==> src/logic/spfc_pkg.sv <==
// Constants shared by the self-programming flash controller
`default_nettype none
package spfc_pkg;
  // Register byte offsets
  localparam logic [4:0] OFS_ADDR_LOW   = 5'h00;
  localparam logic [4:0] OFS_ADDR_HIGH  = 5'h04;
  localparam logic [4:0] OFS_DATA_LOW   = 5'h08;
  localparam logic [4:0] OFS_DATA_HIGH  = 5'h0c;
  localparam logic [4:0] OFS_CONTROL    = 5'h10;
  localparam logic [4:0] OFS_UNLOCK     = 5'h14;
  // Control bit positions
  localparam int BIT_RD    = 0;
  localparam int BIT_WR    = 1;
  localparam int BIT_WRITE_ENABLE_BIT  = 2;
  localparam int BIT_FREE  = 4;
  localparam int BIT_LATCH_ONLY_SELECT  = 5;
  localparam int BIT_CONFIG_SPACE_SELECT  = 6;
  localparam int BIT_PROGRAM_MEMORY_SELECT = 7;
  // Widths
  localparam int ADDR_W   = 15;
  localparam int WORD_W   = 14;
  localparam int LATCH_N  = 32;
  localparam int LATCH_AW = 5;
  // Erased latch value and unlock keys
  localparam logic [13:0] LATCH_ERASED = 14'h3fff;
  localparam logic [7:0]  UNLOCK_KEY1  = 8'h55;
  localparam logic [7:0]  UNLOCK_KEY2  = 8'haa;
  // Write-protect field codes and protected upper bounds
  localparam logic [1:0]  WP_ALL       = 2'h0;
  localparam logic [1:0]  WP_LOWER     = 2'h1;
  localparam logic [1:0]  WP_BOOT      = 2'h2;
  localparam logic [14:0] WP_LOWER_END = 15'h07ff;
  localparam logic [14:0] WP_BOOT_END  = 15'h01ff;
  // AXI responses
  localparam logic [1:0] RESP_OKAY   = 2'h0;
  localparam logic [1:0] RESP_SLVERR = 2'h2;
  // Timing
  localparam int CLK_PERIOD_NS = 25;
  localparam int SETUP_CYC     = 2;
  localparam int OP_TIME_NS    = 2000000;
  localparam int OP_CYC        = OP_TIME_NS / CLK_PERIOD_NS;
endpackage
`default_nettype wire

==> src/logic/spfc_ctrl.sv <==
// Self-programming flash controller with AXI4-Lite register access
//
// The placing of the registers and register access over AXI4-Lite were decided locally.
`timescale 1ns/10ps
`default_nettype none
module spfc_ctrl #(
  parameter int unsigned OP_CYC = spfc_pkg::OP_CYC
) (
  input  wire logic         CLK_SYS,
  input  wire logic         RST,
  input  wire logic [4:0]   S_AXI_AWADDR,
  input  wire logic         S_AXI_AWVALID,
  output logic              S_AXI_AWREADY,
  input  wire logic [31:0]  S_AXI_WDATA,
  input  wire logic [3:0]   S_AXI_WSTRB,
  input  wire logic         S_AXI_WVALID,
  output logic              S_AXI_WREADY,
  output logic [1:0]        S_AXI_BRESP,
  output logic              S_AXI_BVALID,
  input  wire logic         S_AXI_BREADY,
  input  wire logic [4:0]   S_AXI_ARADDR,
  input  wire logic         S_AXI_ARVALID,
  output logic              S_AXI_ARREADY,
  output logic [31:0]       S_AXI_RDATA,
  output logic [1:0]        S_AXI_RRESP,
  output logic              S_AXI_RVALID,
  input  wire logic         S_AXI_RREADY,
  input  wire logic [1:0]   WRITE_PROTECT_FIELD,
  output logic [14:0]       FLASH_ADDR,
  output logic              FLASH_RD,
  input  wire logic [13:0]  FLASH_RDATA,
  output logic              FLASH_ERASE,
  output logic              FLASH_PROG,
  output logic [447:0]      FLASH_BLOCK,
  output logic              CORE_SKIP,
  output logic              CORE_STALL
);

  typedef enum logic [2:0] {
    ST_IDLE  = 3'b000,
    ST_RWAIT = 3'b001,
    ST_RACC  = 3'b010,
    ST_SETUP = 3'b011,
    ST_BUSY  = 3'b100
  } spfc_state_e;

  spfc_state_e  state_r;
  logic [7:0]   addr_low_r;
  logic [6:0]   addr_high_r;
  logic [7:0]   data_low_r;
  logic [5:0]   data_high_r;
  logic         rd_r, wr_r, write_enable_bit_r, free_r, latch_only_select_r, config_space_select_r, program_memory_select_r;
  logic [1:0]   unlock_r;
  logic [1:0]   setup_r;
  logic [31:0]  timer_r;
  logic         pulse_r;
  logic         bvalid_r, rvalid_r;
  logic [1:0]   bresp_r, rresp_r;
  logic [31:0]  rdata_r;
  logic [13:0]  latch_r [spfc_pkg::LATCH_N];
  logic         wr_acc, rd_acc, ctrl_wr, wr_req;
  logic         start_rd, start_op, start_latch, op_done;
  logic         prot;
  logic [14:0]  addr;
  logic [4:0]   lidx;

  assign addr = {addr_high_r, addr_low_r};
  assign lidx = addr_low_r[spfc_pkg::LATCH_AW-1:0];

  // Bus handshakes
  assign S_AXI_AWREADY = S_AXI_AWVALID && S_AXI_WVALID && !bvalid_r;
  assign S_AXI_WREADY  = S_AXI_AWREADY;
  assign S_AXI_ARREADY = !rvalid_r;
  assign wr_acc  = S_AXI_AWREADY && S_AXI_WSTRB[0];
  assign rd_acc  = S_AXI_ARVALID && S_AXI_ARREADY;
  assign ctrl_wr = wr_acc && S_AXI_AWADDR == spfc_pkg::OFS_CONTROL;
  assign wr_req  = ctrl_wr && S_AXI_WDATA[spfc_pkg::BIT_WR];

  // Protected segment check
  always_comb begin
    unique case (WRITE_PROTECT_FIELD)
      spfc_pkg::WP_ALL:   prot = 1'b1;
      spfc_pkg::WP_LOWER: prot = addr <= spfc_pkg::WP_LOWER_END;
      spfc_pkg::WP_BOOT:  prot = addr <= spfc_pkg::WP_BOOT_END;
      default:            prot = 1'b0;
    endcase
  end

  // Strobe qualification
  always_comb begin
    start_rd = ctrl_wr && S_AXI_WDATA[spfc_pkg::BIT_RD] &&
               state_r == ST_IDLE && program_memory_select_r && !config_space_select_r;
    start_op = wr_req && write_enable_bit_r && unlock_r == 2'd2 &&
               state_r == ST_IDLE && program_memory_select_r && !config_space_select_r &&
               !prot;
    start_latch = start_op && latch_only_select_r && !free_r;
  end

  assign op_done = state_r == ST_BUSY && timer_r == OP_CYC - 1;

  // Sequencer
  always_ff @(posedge CLK_SYS) begin
    if (RST) begin
      state_r <= ST_IDLE;
    end else begin
      unique case (state_r)
        ST_IDLE: begin
          if (start_rd) begin
            state_r <= ST_RWAIT;
          end else if (start_op && !start_latch) begin
            state_r <= ST_SETUP;
          end
        end
        ST_RWAIT: state_r <= ST_RACC;
        ST_RACC:  state_r <= ST_IDLE;
        ST_SETUP: begin
          if (setup_r == 2'(spfc_pkg::SETUP_CYC - 1)) begin
            state_r <= ST_BUSY;
          end
        end
        ST_BUSY: begin
          if (op_done) begin
            state_r <= ST_IDLE;
          end
        end
        default: state_r <= ST_IDLE;
      endcase
    end
  end

  // Setup and operation timers
  always_ff @(posedge CLK_SYS) begin
    if (RST) begin
      setup_r <= 2'h0;
      timer_r <= 32'h0;
    end else begin
      setup_r <= (state_r == ST_SETUP) ? setup_r + 2'h1 : 2'h0;
      timer_r <= (state_r == ST_BUSY) ? timer_r + 32'h1 : 32'h0;
    end
  end

  // Flash command pulse on entry to the busy phase
  always_ff @(posedge CLK_SYS) begin
    if (RST) begin
      pulse_r <= 1'b0;
    end else begin
      pulse_r <= state_r == ST_SETUP &&
                 setup_r == 2'(spfc_pkg::SETUP_CYC - 1);
    end
  end

  assign FLASH_ERASE = pulse_r && free_r;
  assign FLASH_PROG  = pulse_r && !free_r;
  assign FLASH_RD    = state_r == ST_RACC;
  assign CORE_SKIP   = state_r == ST_RACC;
  assign CORE_STALL  = state_r == ST_BUSY;
  assign FLASH_ADDR  = (FLASH_ERASE || FLASH_PROG) ?
                       {addr[14:5], 5'h00} : addr;

  // Unlock sequence tracker
  always_ff @(posedge CLK_SYS) begin
    if (RST) begin
      unlock_r <= 2'd0;
    end else if (wr_acc) begin
      if (S_AXI_AWADDR != spfc_pkg::OFS_UNLOCK) begin
        unlock_r <= 2'd0;
      end else if (S_AXI_WDATA[7:0] == spfc_pkg::UNLOCK_KEY1) begin
        unlock_r <= 2'd1;
      end else if (S_AXI_WDATA[7:0] == spfc_pkg::UNLOCK_KEY2 &&
                   unlock_r == 2'd1) begin
        unlock_r <= 2'd2;
      end else begin
        unlock_r <= 2'd0;
      end
    end
  end

  // Address registers
  always_ff @(posedge CLK_SYS) begin
    if (RST) begin
      addr_low_r  <= 8'h00;
      addr_high_r <= 7'h00;
    end else if (wr_acc) begin
      if (S_AXI_AWADDR == spfc_pkg::OFS_ADDR_LOW) begin
        addr_low_r <= S_AXI_WDATA[7:0];
      end
      if (S_AXI_AWADDR == spfc_pkg::OFS_ADDR_HIGH) begin
        addr_high_r <= S_AXI_WDATA[6:0];
      end
    end
  end

  // Data registers
  always_ff @(posedge CLK_SYS) begin
    if (RST) begin
      data_low_r  <= 8'h00;
      data_high_r <= 6'h00;
    end else if (state_r == ST_RACC) begin
      data_low_r  <= FLASH_RDATA[7:0];
      data_high_r <= FLASH_RDATA[13:8];
    end else if (wr_acc) begin
      if (S_AXI_AWADDR == spfc_pkg::OFS_DATA_LOW) begin
        data_low_r <= S_AXI_WDATA[7:0];
      end
      if (S_AXI_AWADDR == spfc_pkg::OFS_DATA_HIGH) begin
        data_high_r <= S_AXI_WDATA[5:0];
      end
    end
  end

  // Control bits
  always_ff @(posedge CLK_SYS) begin
    if (RST) begin
      write_enable_bit_r  <= 1'b0;
      latch_only_select_r  <= 1'b0;
      config_space_select_r  <= 1'b0;
      program_memory_select_r <= 1'b0;
    end else if (ctrl_wr) begin
      write_enable_bit_r  <= S_AXI_WDATA[spfc_pkg::BIT_WRITE_ENABLE_BIT];
      latch_only_select_r  <= S_AXI_WDATA[spfc_pkg::BIT_LATCH_ONLY_SELECT];
      config_space_select_r  <= S_AXI_WDATA[spfc_pkg::BIT_CONFIG_SPACE_SELECT];
      program_memory_select_r <= S_AXI_WDATA[spfc_pkg::BIT_PROGRAM_MEMORY_SELECT];
    end
  end

  // Erase select doubles as erase-busy flag
  always_ff @(posedge CLK_SYS) begin
    if (RST) begin
      free_r <= 1'b0;
    end else if (ctrl_wr) begin
      free_r <= S_AXI_WDATA[spfc_pkg::BIT_FREE];
    end else if (op_done) begin
      free_r <= 1'b0;
    end
  end

  // Strobe status bits, set by software, cleared by hardware
  always_ff @(posedge CLK_SYS) begin
    if (RST) begin
      rd_r <= 1'b0;
      wr_r <= 1'b0;
    end else begin
      rd_r <= start_rd || (rd_r && state_r != ST_RACC);
      wr_r <= (start_op && !start_latch) || (wr_r && !op_done);
    end
  end

  // Write latches
  generate
    for (genvar i = 0; i < spfc_pkg::LATCH_N; i++) begin : g_latch
      always_ff @(posedge CLK_SYS) begin
        if (RST) begin
          latch_r[i] <= spfc_pkg::LATCH_ERASED;
        end else if (op_done && !free_r) begin
          latch_r[i] <= spfc_pkg::LATCH_ERASED;
        end else if (start_op && !free_r && lidx == 5'(i)) begin
          latch_r[i] <= {data_high_r, data_low_r};
        end
      end
      assign FLASH_BLOCK[i*14 +: 14] = latch_r[i];
    end
  endgenerate

  // Write response
  always_ff @(posedge CLK_SYS) begin
    if (RST) begin
      bvalid_r <= 1'b0;
      bresp_r  <= spfc_pkg::RESP_OKAY;
    end else if (S_AXI_AWREADY) begin
      bvalid_r <= 1'b1;
      bresp_r  <= (S_AXI_AWADDR > spfc_pkg::OFS_UNLOCK ||
                   S_AXI_AWADDR[1:0] != 2'h0) ?
                  spfc_pkg::RESP_SLVERR : spfc_pkg::RESP_OKAY;
    end else if (S_AXI_BREADY) begin
      bvalid_r <= 1'b0;
    end
  end

  // Read channel
  always_ff @(posedge CLK_SYS) begin
    if (RST) begin
      rvalid_r <= 1'b0;
      rdata_r  <= 32'h0;
      rresp_r  <= spfc_pkg::RESP_OKAY;
    end else if (rd_acc) begin
      rvalid_r <= 1'b1;
      rresp_r  <= spfc_pkg::RESP_OKAY;
      unique case (S_AXI_ARADDR)
        spfc_pkg::OFS_ADDR_LOW:  rdata_r <= {24'h0, addr_low_r};
        spfc_pkg::OFS_ADDR_HIGH: rdata_r <= {25'h0, addr_high_r};
        spfc_pkg::OFS_DATA_LOW:  rdata_r <= {24'h0, data_low_r};
        spfc_pkg::OFS_DATA_HIGH: rdata_r <= {26'h0, data_high_r};
        spfc_pkg::OFS_CONTROL:   rdata_r <= {24'h0, program_memory_select_r, config_space_select_r,
                                             latch_only_select_r, free_r, 1'b0,
                                             write_enable_bit_r, wr_r, rd_r};
        spfc_pkg::OFS_UNLOCK:    rdata_r <= 32'h0;
        default: begin
          rdata_r <= 32'h0;
          rresp_r <= spfc_pkg::RESP_SLVERR;
        end
      endcase
    end else if (S_AXI_RREADY) begin
      rvalid_r <= 1'b0;
    end
  end

  assign S_AXI_BVALID = bvalid_r;
  assign S_AXI_BRESP  = bresp_r;
  assign S_AXI_RVALID = rvalid_r;
  assign S_AXI_RDATA  = rdata_r;
  assign S_AXI_RRESP  = rresp_r;
endmodule
`default_nettype wire

==> config.mk <==
export PLATFORM = sky130hd
export DESIGN_NAME = spfc_ctrl
export DESIGN_NICKNAME = d
export VERILOG_FILES = /design/src/logic/spfc_pkg.sv /design/src/logic/spfc_ctrl.sv
export SDC_FILE = /design/constraint.sdc
export NUM_CORES = 1
export LEC_CHECK = 0
export ABC_AREA = 1
export ABC_CLOCK_PERIOD_IN_PS = 5400
export BUFFER_PORTS_ARGS = -buffer_cell sky130_fd_sc_hd__buf_2
export CORE_MARGIN = 10
export CORE_UTILIZATION = 41
export DETAILED_ROUTE_END_ITERATION = 10
export PLACE_DENSITY = 0.6
export SYNTH_ARGS = -nofsm -noshare
export SYNTH_HDL_FRONTEND = slang
export SYNTH_SLANG_ARGS = --single-unit
==> constraint.sdc <==
create_clock -name CLK_SYS -period 5.4 [get_ports CLK_SYS]
set_clock_uncertainty 0.05 [all_clocks]
set_input_delay 1.08 -clock CLK_SYS [delete_from_list [all_inputs] [get_ports CLK_SYS]]
set_output_delay 1.08 -clock CLK_SYS [all_outputs]
set_load 0.02 [all_outputs]
==> results of run 1 <==
==> power breakdown <==
| group | internal [mW] | leakage (nW) | switching, mW |
|---|---|---|---|
| Combinational | 0.197 | 4.10 | 0.807 |
| Sequential | 4.65 | 5.18 | 0.0775 |
| Clock | 2.14 | 0.859 | 1.62 |
| Total | 6.99 | 10.1 | 2.50 |
==> final cells by class <==
class	instances	area share
inverters	102	0.0138
well taps	748	0.0338
clock buffers	69	0.0524
flip-flops and latches	536	0.549
clock inverters	31	0.0105
multi-input cells	1009	0.227
repair buffers	585	0.113
==> per-layer routing <==
metal  track usage  vias up  share of wire
met5             0        -              0
met4        0.0631        0          0.025
met3        0.0622      117          0.088
met2         0.378      740           0.49
met1         0.281     8101           0.40
li1              -     7382              -
==> logic make-up (layout without fill, tap and decap cells) <==
kind of cell | count (synthesis) | count (layout) | synth area share
xor+xnor | 5 | 5 | 0.00190
other cells | 1 | 26 | 0.000163
buf+inv | 280 | 787 | 0.0703
compound gates | 174 | 174 | 0.0396
simple gates | 802 | 802 | 0.225
fa+ha+maj | 2 | 2 | 0.00109
flops | 536 | 536 | 0.661
==> flip-flops by register name, summed over array words and instances, names as in the netlist, 3 cells and up <==
name	cells
addr_high_r	7
timer_r	32
data_low_r	8
addr_low_r	8
state_r	3
latch_r	448
data_high_r	6
S_AXI_RDATA	8
==> synthesized netlist by cell type, types with 2 or more instances <==
| master | n | area share |
|---|---|---|
| nor2_8 | 20 | 0.017 |
| inv_1 | 99 | 0.016 |
| nand4_1 | 16 | 0.0044 |
| o21ai_0 | 55 | 0.012 |
| nor4_1 | 4 | 0.0011 |
| buf_2 | 35 | 0.0076 |
| nor2_4 | 8 | 0.0039 |
| ha_1 | 2 | 0.0011 |
| o221ai_1 | 2 | 0.00076 |
| nand3_1 | 269 | 0.059 |
| nor3_1 | 37 | 0.0081 |
| a21oi_1 | 83 | 0.018 |
| inv_2 | 2 | 0.00033 |
| nor3b_1 | 5 | 0.0016 |
| clkbuf_1 | 59 | 0.0096 |
| buf_6 | 19 | 0.0093 |
| nand3_4 | 2 | 0.0015 |
| o31ai_1 | 3 | 0.00098 |
| dfxtp_1 | 88 | 0.077 |
| nand3_2 | 200 | 0.087 |
| nor2_2 | 8 | 0.0022 |
| nor3_2 | 2 | 0.00087 |
| o22ai_1 | 3 | 0.00082 |
| or2_2 | 8 | 0.0022 |
| xnor2_1 | 2 | 0.00076 |
| buf_8 | 18 | 0.012 |
| o21a_1 | 3 | 0.00098 |
| buf_12 | 2 | 0.0017 |
| buf_1 | 6 | 0.00098 |
| nand2_1 | 143 | 0.023 |
| edfxtp_1 | 448 | 0.58 |
| xor2_1 | 3 | 0.0011 |
| buf_4 | 38 | 0.012 |
| nor2_1 | 78 | 0.013 |
| o21ai_1 | 20 | 0.0044 |
==> worst min-delay path by stage <==
stage / startpoint / end / cells after the start
final: setup_r[0] / setup_r[0] / 1
after global routing: setup_r[0] / setup_r[0] / 1
after CTS: setup_r[0] / setup_r[0] / 1
after detailed placement: setup_r[0] / setup_r[0] / 1
after global placement: setup_r[0] / setup_r[0] / 1
after floorplan: setup_r[0] / setup_r[0] / 1
==> critical path: cells and delay by family <==
family,cells,cell delay (ps)
buffers and inverters,1,80
AOI/OAI and AO/OA,1,1110
and+or+nand+nor,6,1190
==> reports/metrics.yaml, run 1 <==
final_layout:
  syn_to_final_growth_pct: 20.4
  nNetsFinal: 2360
  finalNonFillerCells: 3080
  postLayoutCellArea_sq_um: 27700
  layout-drive-gt1-share: 0.400
  seq_area_sq_um: 15200
  diodes: 0
  fillers: 5022
  multiInputGateArea_sq_um: 6280
  final_cell_mix: "524 x buf_2, 448 x edfxtp_1, 269 x nand3_1, 200 x nand3_2, 143 x nand2_1"
  final_common_cell: "buf_2"
  fin_util: 0.501
pwr:
  power_mw: 9.49
  p_leak_nw: 10.1
  power_density_nw_per_um2: 342
  peakVddDrop_mv: 0.217
critical_path:
  cp-start-kind: "input pin"
  slowest_delay_ps: 1110
  slowest_stage: "o21ai_1"
  r2r_end: "latch_r[1][47]"
  endpoint: "latch_r[0][15]"
  rr_worst_depth: 12
  critical_path_required_ps: 5550
  critPathKind: "input pin to flip-flop"
  worst_setup_path_end_kind: "flip-flop"
  rrSetupSlack_ps: 2310
  critPathLaunch: "S_AXI_AWVALID"
  critical_path_arrival_ps: 3490
  worstPathCellList: "buf_2 > nand2_1 > nor2_4 > nand3_1 > nor3_2 > and2_4 > nand3_4 > o21ai_1"
  r2r-start: "timer_r[0]"
  path_max_fanout: 17
worst_hold_path:
  worstHoldPathType: "flip-flop to flip-flop"
clock_network:
  numCtsBuffers: 55
  cts_root_buffer: "clkbuf_16"
  hold_buffers: 0
  clk_path_buf_depth: 3
  clock_latency_ps: 600
  cts_max_level: 2
  cts_resized: 0
  post-cts-setup-buffers: 0
  cts_tree: "yes"
  path_clk_slew_ps: 60
  cts.sinks: 536
timing:
  fin_crit_sh: 0.618
  timing.hold.ws_ps: 380
  fin_crit_ps: 3340
  setup_ws_ps: 2060
  rsz0062_at_grt: "false"
  max_freq_mhz: 300
  worst_pin_slew_ps: 1210
  setup_viol: 0
  slew_viol_final: 0
  finalHoldViolations: 0
  slew_headroom: 0.186
  setup_tns_ps: 0
floorplan:
  pin_count: 578
  initial_core_util: 0.416
  fp-row-count: 86
  core_area_sq_um: 55300
  die_area_sq_um: 66000
  die_h_um: 257
  fp.dieW_um: 257
synth:
  ys_seq_elements: 536
  synth_cells: 1800
  ys_async_sr_fraction: 0
  syn_area_sq_um: 23000
  synth.distinct_cells: 45
  synth_edf_count: 448
  ys_seq_area_frac: 0.661
  yosys_warnings: 0
  synth_ff_type: "edfxtp_1"
  syn_avg_cell_area_sq_um: 12.8
grt:
  grt_antenna_before_repair: 0
  grt-ovfl-total: 0
  grt_max_degree: 94
  grt_pass1_wl_mm: 112
  grt_use_total: 0.225
  first_global_vias: 16300
flow_run:
  maxCapViolCount: 0
placement:
  gp_congestion: 0.875
  portBuffers: 524
  dp_slack_ps: 1410
  dp_hpwl_mm: 52.6
  dp.cells: 2980
  placed_area_sq_um: 26000
run_status:
  status: "completed"
routing:
  ant_nets: 0
  vias: 16300
  wl_mm: 77.0
  drc: 0
  avgRoutedWirePerCell_um: 25.0
  via_per_inst: 5.31
  drt_iter0_drc: 1428
  dr.pass1.iters: 5
Power figures use the tool's default switching activity.
==> run 2: changes to the inputs <==
--- a/config.mk
+++ b/config.mk
@@ -6,7 +6,7 @@
 export NUM_CORES = 1
 export LEC_CHECK = 0
 export ABC_AREA = 1
-export ABC_CLOCK_PERIOD_IN_PS = 5400
+export ABC_CLOCK_PERIOD_IN_PS = 3400
 export BUFFER_PORTS_ARGS = -buffer_cell sky130_fd_sc_hd__buf_2
 export CORE_MARGIN = 10
 export CORE_UTILIZATION = 41
==> constraint.sdc (replaced) <==
create_clock -name CLK_SYS -period 3.4 [get_ports CLK_SYS]
set_clock_uncertainty 0.05 [all_clocks]
set_input_delay 0.68 -clock CLK_SYS [delete_from_list [all_inputs] [get_ports CLK_SYS]]
set_output_delay 0.68 -clock CLK_SYS [all_outputs]
set_load 0.02 [all_outputs]
==> run 2 against run 1 <==
Count of clock-buffer cells in the layout rose by 7. Hold slack worse by 63 ps. Setup slack worse by 1400 ps. Critical path type is now flip-flop to flip-flop. Largest cell class unchanged. Largest power group unchanged.
==> reports/metrics.yaml, run 2 (same netlist as run 1, synthesis figures left out) <==
pwr:
  power_mw: 15.3
  p_clk_frac: 0.404
  p_leak_nw: 10.3
  p_switching_mw: 4.00
  combPwrFrac: 0.105
  seq_power_share: 0.491
  power_density_nw_per_um2: 547
  peakVddDrop_mv: 0.479
  swShare: 0.262
  internal_power_mw: 11.3
critical_path:
  path_max_fanout: 44
  cp-start-kind: "flip-flop"
  critPathLaunch: "timer_r[0]"
  critical_path_required_ps: 3660
  critical_path_arrival_ps: 3000
  r2r-start: "timer_r[0]"
  endpoint: "latch_r[1][200]"
  worst_setup_path_end_kind: "flip-flop"
  r2r_end: "latch_r[1][200]"
  critPathKind: "flip-flop to flip-flop"
  rr_worst_depth: 11
  rrSetupSlack_ps: 670
routing:
  drc: 0
  vias: 16200
  drt_iter0_drc: 1651
  via_per_inst: 5.23
  ant_nets: 0
  avgRoutedWirePerCell_um: 24.9
  wl_mm: 77.2
  dr.pass1.iters: 8
timing:
  rsz0062_at_grt: "false"
  setup_viol: 0
  setup_ws_ps: 667
  slew_headroom: 0.169
  finalHoldViolations: 0
  fin_crit_sh: 0.804
  fin_crit_ps: 2730
  slew_viol_final: 0
  max_freq_mhz: 366
  setup_tns_ps: 0
  worst_pin_slew_ps: 1240
clock_network:
  cts.sinks: 536
  cts_root_buffer: "clkbuf_16"
  cts_resized: 0
  clock_latency_ps: 600
  hold_buffers: 0
  clk_path_buf_depth: 3
  path_clk_slew_ps: 60
  cts_tree: "yes"
  numCtsBuffers: 57
  cts_max_level: 2
  post-cts-setup-buffers: 0
floorplan:
  pin_count: 578
  initial_core_util: 0.416
  core_area_sq_um: 55300
  fp-row-count: 86
  die_h_um: 257
  fp.dieW_um: 257
  die_area_sq_um: 66000
placement:
  dp_slack_ps: 278
  dp_hpwl_mm: 54.0
  gp_congestion: 0.898
  portBuffers: 524
  dp.cells: 2998
final_layout:
  final_cell_mix: "524 x buf_2, 448 x edfxtp_1, 269 x nand3_1, 200 x nand3_2, 143 x nand2_1"
  top_register: "latch_r"
  syn_to_final_growth_pct: 21.5
  layout-drive-gt1-share: 0.405
  final_common_cell: "buf_2"
  fin_util: 0.505
  top_regs: "latch_r (448), timer_r (32)"
  fillers: 4968
  diodes: 0
  largest_register_ffs: 448
  finalNonFillerCells: 3105
  nNetsFinal: 2380
grt:
  grt_max_degree: 90
  grt_use_total: 0.227
  grt_antenna_before_repair: 0
  first_global_vias: 16300
  grt-ovfl-total: 0
  grt_pass1_wl_mm: 112
run_status:
  status: "completed"
worst_hold_path:
  worstHoldPathType: "input pin to flip-flop"
  min_from: "S_AXI_BREADY"
flow_run:
  maxCapViolCount: 0
run 2: changes by cell type in the layout (fill, tap and decap cells not counted), moves of 2 or more:
| cell | change |
|---|---|
| clkinv_4 | +2 |
| clkbuf_16 | +5 |
| buf_4 | +18 |
| clkinv_2 | -4 |
| clkinv_1 | +2 |
run 2: power groups by stage:
stage	combinational (mW)	clock (mW)	sequential [mW]
floorplan	0.546	0	7.98
global placement	1.61	0	7.64
detailed placement	1.61	0	7.65
CTS	1.62	6.28	7.51
global route	1.69	6.54	7.53
finish	1.61	6.19	7.51
run 2: area by class of cell:
class | count | area, sq um | area share
Multi-Input combinational cell | 1009 | 6280 | 0.225
Clock inverter | 31 | 265 | 0.00949
Timing Repair Buffer | 603 | 3280 | 0.117
Inverter | 102 | 383 | 0.0137
Tap cell | 748 | 936 | 0.0335
Sequential cell | 536 | 15200 | 0.544
Clock buffer | 76 | 1590 | 0.0570
run 2: stage by stage:
step	hold WS (ps)	instance area [sq um]
3_3_place_gp	358	26100
3_5_place_dp	384	26100
5_1_grt	289	28000
2_1_floorplan	349	23100
4_1_cts	275	28000
6_report	317	28000
run 2: how the worst min path moves through the flow:
| stage | endpoint | slack, ps | cells past startpoint |
|---|---|---|---|
| after CTS | S_AXI_BVALID | 280 | 4 |
| after global routing | S_AXI_BVALID | 290 | 4 |
| final | S_AXI_BVALID | 320 | 4 |
| after floorplan | setup_r[0] | 350 | 1 |
| after detailed placement | setup_r[0] | 380 | 1 |
| after global placement | setup_r[0] | 360 | 1 |
run 2: per-layer routing:
metal | GRT usage | up-vias | wire length, um
li1 | - | 7415 | -
met1 | 0.281 | 7934 | 30400
met2 | 0.376 | 769 | 37500
met3 | 0.0663 | 111 | 7150
met4 | 0.0717 | 0 | 2170
met5 | 0 | - | 0
run 2: worst max-delay path, cell delays in order, from the launching register on:
cell	delay (ps)
dfxtp_1	320
ha_1	210
nand2_1	130
nor2_4	60
nand4_1	70
nor2_1	60
nand3_1	130
nor2_1	90
nor2_4	200
buf_4	410
buf_4	520
nand3_1	150
==> run 3: changes to the inputs <==
--- a/config.mk
+++ b/config.mk
@@ -6,12 +6,12 @@
 export NUM_CORES = 1
 export LEC_CHECK = 0
 export ABC_AREA = 1
-export ABC_CLOCK_PERIOD_IN_PS = 3400
+export ABC_CLOCK_PERIOD_IN_PS = 2400
 export BUFFER_PORTS_ARGS = -buffer_cell sky130_fd_sc_hd__buf_2
 export CORE_MARGIN = 10
 export CORE_UTILIZATION = 41
 export DETAILED_ROUTE_END_ITERATION = 10
-export PLACE_DENSITY = 0.6
+export PLACE_DENSITY = 0.63
 export SYNTH_ARGS = -nofsm -noshare
 export SYNTH_HDL_FRONTEND = slang
 export SYNTH_SLANG_ARGS = --single-unit
==> constraint.sdc (replaced) <==
create_clock -name CLK_SYS -period 2.4 [get_ports CLK_SYS]
set_clock_uncertainty 0.05 [all_clocks]
set_input_delay 0.48 -clock CLK_SYS [delete_from_list [all_inputs] [get_ports CLK_SYS]]
set_output_delay 0.48 -clock CLK_SYS [all_outputs]
set_load 0.02 [all_outputs]
==> run 3 against run 2 <==
Critical path type unchanged. Highest routed layer unchanged. First-iteration DRC count fell by 17%. Wire length fell by 2.0%. Critical endpoint is now latch_r[1][59]. Register-to-register slack worse by 580 ps. Design area up 4.2%. Flip-flop and latch count unchanged. Setup slack got worse by 580 ps. Clock power grew 34%. Non-clock buffer count up 47. Hold slack worse by 210 ps.
==> reports/metrics.yaml, run 3 (same netlist as run 1, synthesis figures left out) <==
flow_run:
  maxCapViolCount: 0
worst_hold_path:
  min_from: "S_AXI_BREADY"
  holdPathStages: 4
  worstHoldPathType: "input pin to flip-flop"
  hold-path-endpoint: "S_AXI_BVALID"
clock_network:
  hold_buffers: 0
  cts.sinks: 536
  clk_path_buf_depth: 3
  numCtsBuffers: 55
  cts_root_buffer: "clkbuf_16"
  path_clk_slew_ps: 70
  cts_max_level: 2
  cts_tree: "yes"
  clock_latency_ps: 610
routing:
  via_per_inst: 5.25
  wl_mm: 75.6
  vias: 16500
  ant_nets: 0
  avgRoutedWirePerCell_um: 24.0
  drc: 0
  drt_iter0_drc: 1365
  dr.pass1.iters: 6
final_layout:
  diodes: 0
  top_register: "latch_r"
  layout-drive-gt1-share: 0.428
  nNetsFinal: 2425
  final_cell_mix: "524 x buf_2, 448 x edfxtp_1, 267 x nand3_1, 202 x nand3_2, 141 x nand2_1"
  largest_register_ffs: 448
  final_common_cell: "buf_2"
  syn_to_final_growth_pct: 26.7
  top_regs: "latch_r (448), timer_r (32)"
  postLayoutCellArea_sq_um: 29100
critical_path:
  r2r_end: "latch_r[1][59]"
  rrSetupSlack_ps: 90
  slowest_delay_ps: 350
  slowest_stage: "dfxtp_1"
  crit_family: "simple AND/OR/NAND/NOR gates"
  r2r-start: "state_r[2]"
  critical_path_required_ps: 2670
  worstPathCellList: "nor2_1 > nand2_1 > nor3_2 > and2_4 > nand3_4 > buf_12 > o21ai_4 > clkbuf_16"
  cp-start-kind: "flip-flop"
  critical_path_arrival_ps: 2580
  critPathKind: "flip-flop to flip-flop"
  path_max_fanout: 32
  rr_worst_depth: 8
  worst_setup_path_end_kind: "flip-flop"
  worst-path-buf-inv: 2
timing:
  timing.hold.ws_ps: 103
  max_freq_mhz: 433
  worst_pin_slew_ps: 755
  finalHoldViolations: 0
  slew_viol_final: 0
  fin_crit_sh: 0.962
  fin_crit_ps: 2310
  setup_viol: 0
  slew_headroom: 0.497
placement:
  placed_area_sq_um: 27300
  portBuffers: 524
  gp_congestion: 0.899
  dp_hpwl_mm: 53.2
grt:
  grt-ovfl-total: 0
  grt_use_total: 0.221
  grt_antenna_before_repair: 0
  first_global_vias: 16600
  grt_max_degree: 82
  grt_pass1_wl_mm: 111
floorplan:
  pin_count: 578
  die_h_um: 257
  die_area_sq_um: 66000
  fp-row-count: 86
  fp.dieW_um: 257
  initial_core_util: 0.416
  core_area_sq_um: 55300
pwr:
  power_density_nw_per_um2: 734
  power_mw: 21.4
  p_leak_nw: 10.7
  peakVddDrop_mv: 0.628
run_status:
  status: "completed"
[run 3: changes by cell type in the layout (fill, tap and decap cells not counted), sizes merged]
cell	previous run	this run
buf	603	649
bufinv	4	2
clkinv	23	16
clkinvlp	1	5
clkbuf	76	78
inv	105	104
[run 3: cell type report]
cell class	instances	area, sq um
fill	4773	26200
sequential	536	15200
multi-input combinational	1009	6530
timing repair buffer	650	4340
clock buffer	77	1530
tap	748	936
inverter	102	383
clock inverter	25	206
[run 3: worst register-to-register path: cells and delay by family (launching register included)]
family,cells,cell delay [ps]
flops,1,350
simple gates,5,860
compound gates,1,360
buf+inv,2,400
[run 3: routing by layer]
layer	wire, um	track usage
met1	29200	0.264
met5	0	0
met4	2290	0.0675
met2	37700	0.381
met3	6430	0.0602
[run 3: power by group]
group          total (mW)  internal [mW]  switching [mW]
registers            10.6           10.5           0.179
logic                2.44          0.595            1.85
clock network        8.31           4.68            3.63
total                21.4           15.7            5.65
[run 3: repair_timing]
action	CTS	global route
buffers inserted	0	6
gates resized for setup	1	10
gates cloned	0	1
setup endpoints to repair	40	500
pin swaps	0	4
[run 3: per-stage QoR]
stage	setup slack, ps	instances	utilization	TNS (ps)
2_1_floorplan	-202	1825	-	-35580
3_3_place_gp	-48.5	3038	0.493	-7840
3_5_place_dp	-91.3	3038	0.493	-14350
4_1_cts	13.4	3140	0.524	0
5_1_grt	-9.84	3147	0.527	-62.4
6_report	90.0	3147	0.527	0
[run 3: worst max-delay path by stage]
stage	from	end	slack, ps	cells after the start
2_1_floorplan	S_AXI_AWVALID	latch_r[0][154]	-200	8
3_3_place_gp	S_AXI_WDATA[1]	latch_r[0][213]	-50	12
3_5_place_dp	S_AXI_AWADDR[1]	latch_r[0][17]	-90	10
4_1_cts	timer_r[0]	latch_r[0][43]	10	11
5_1_grt	timer_r[1]	latch_r[1][65]	-10	12
6_report	state_r[2]	latch_r[1][59]	90	8
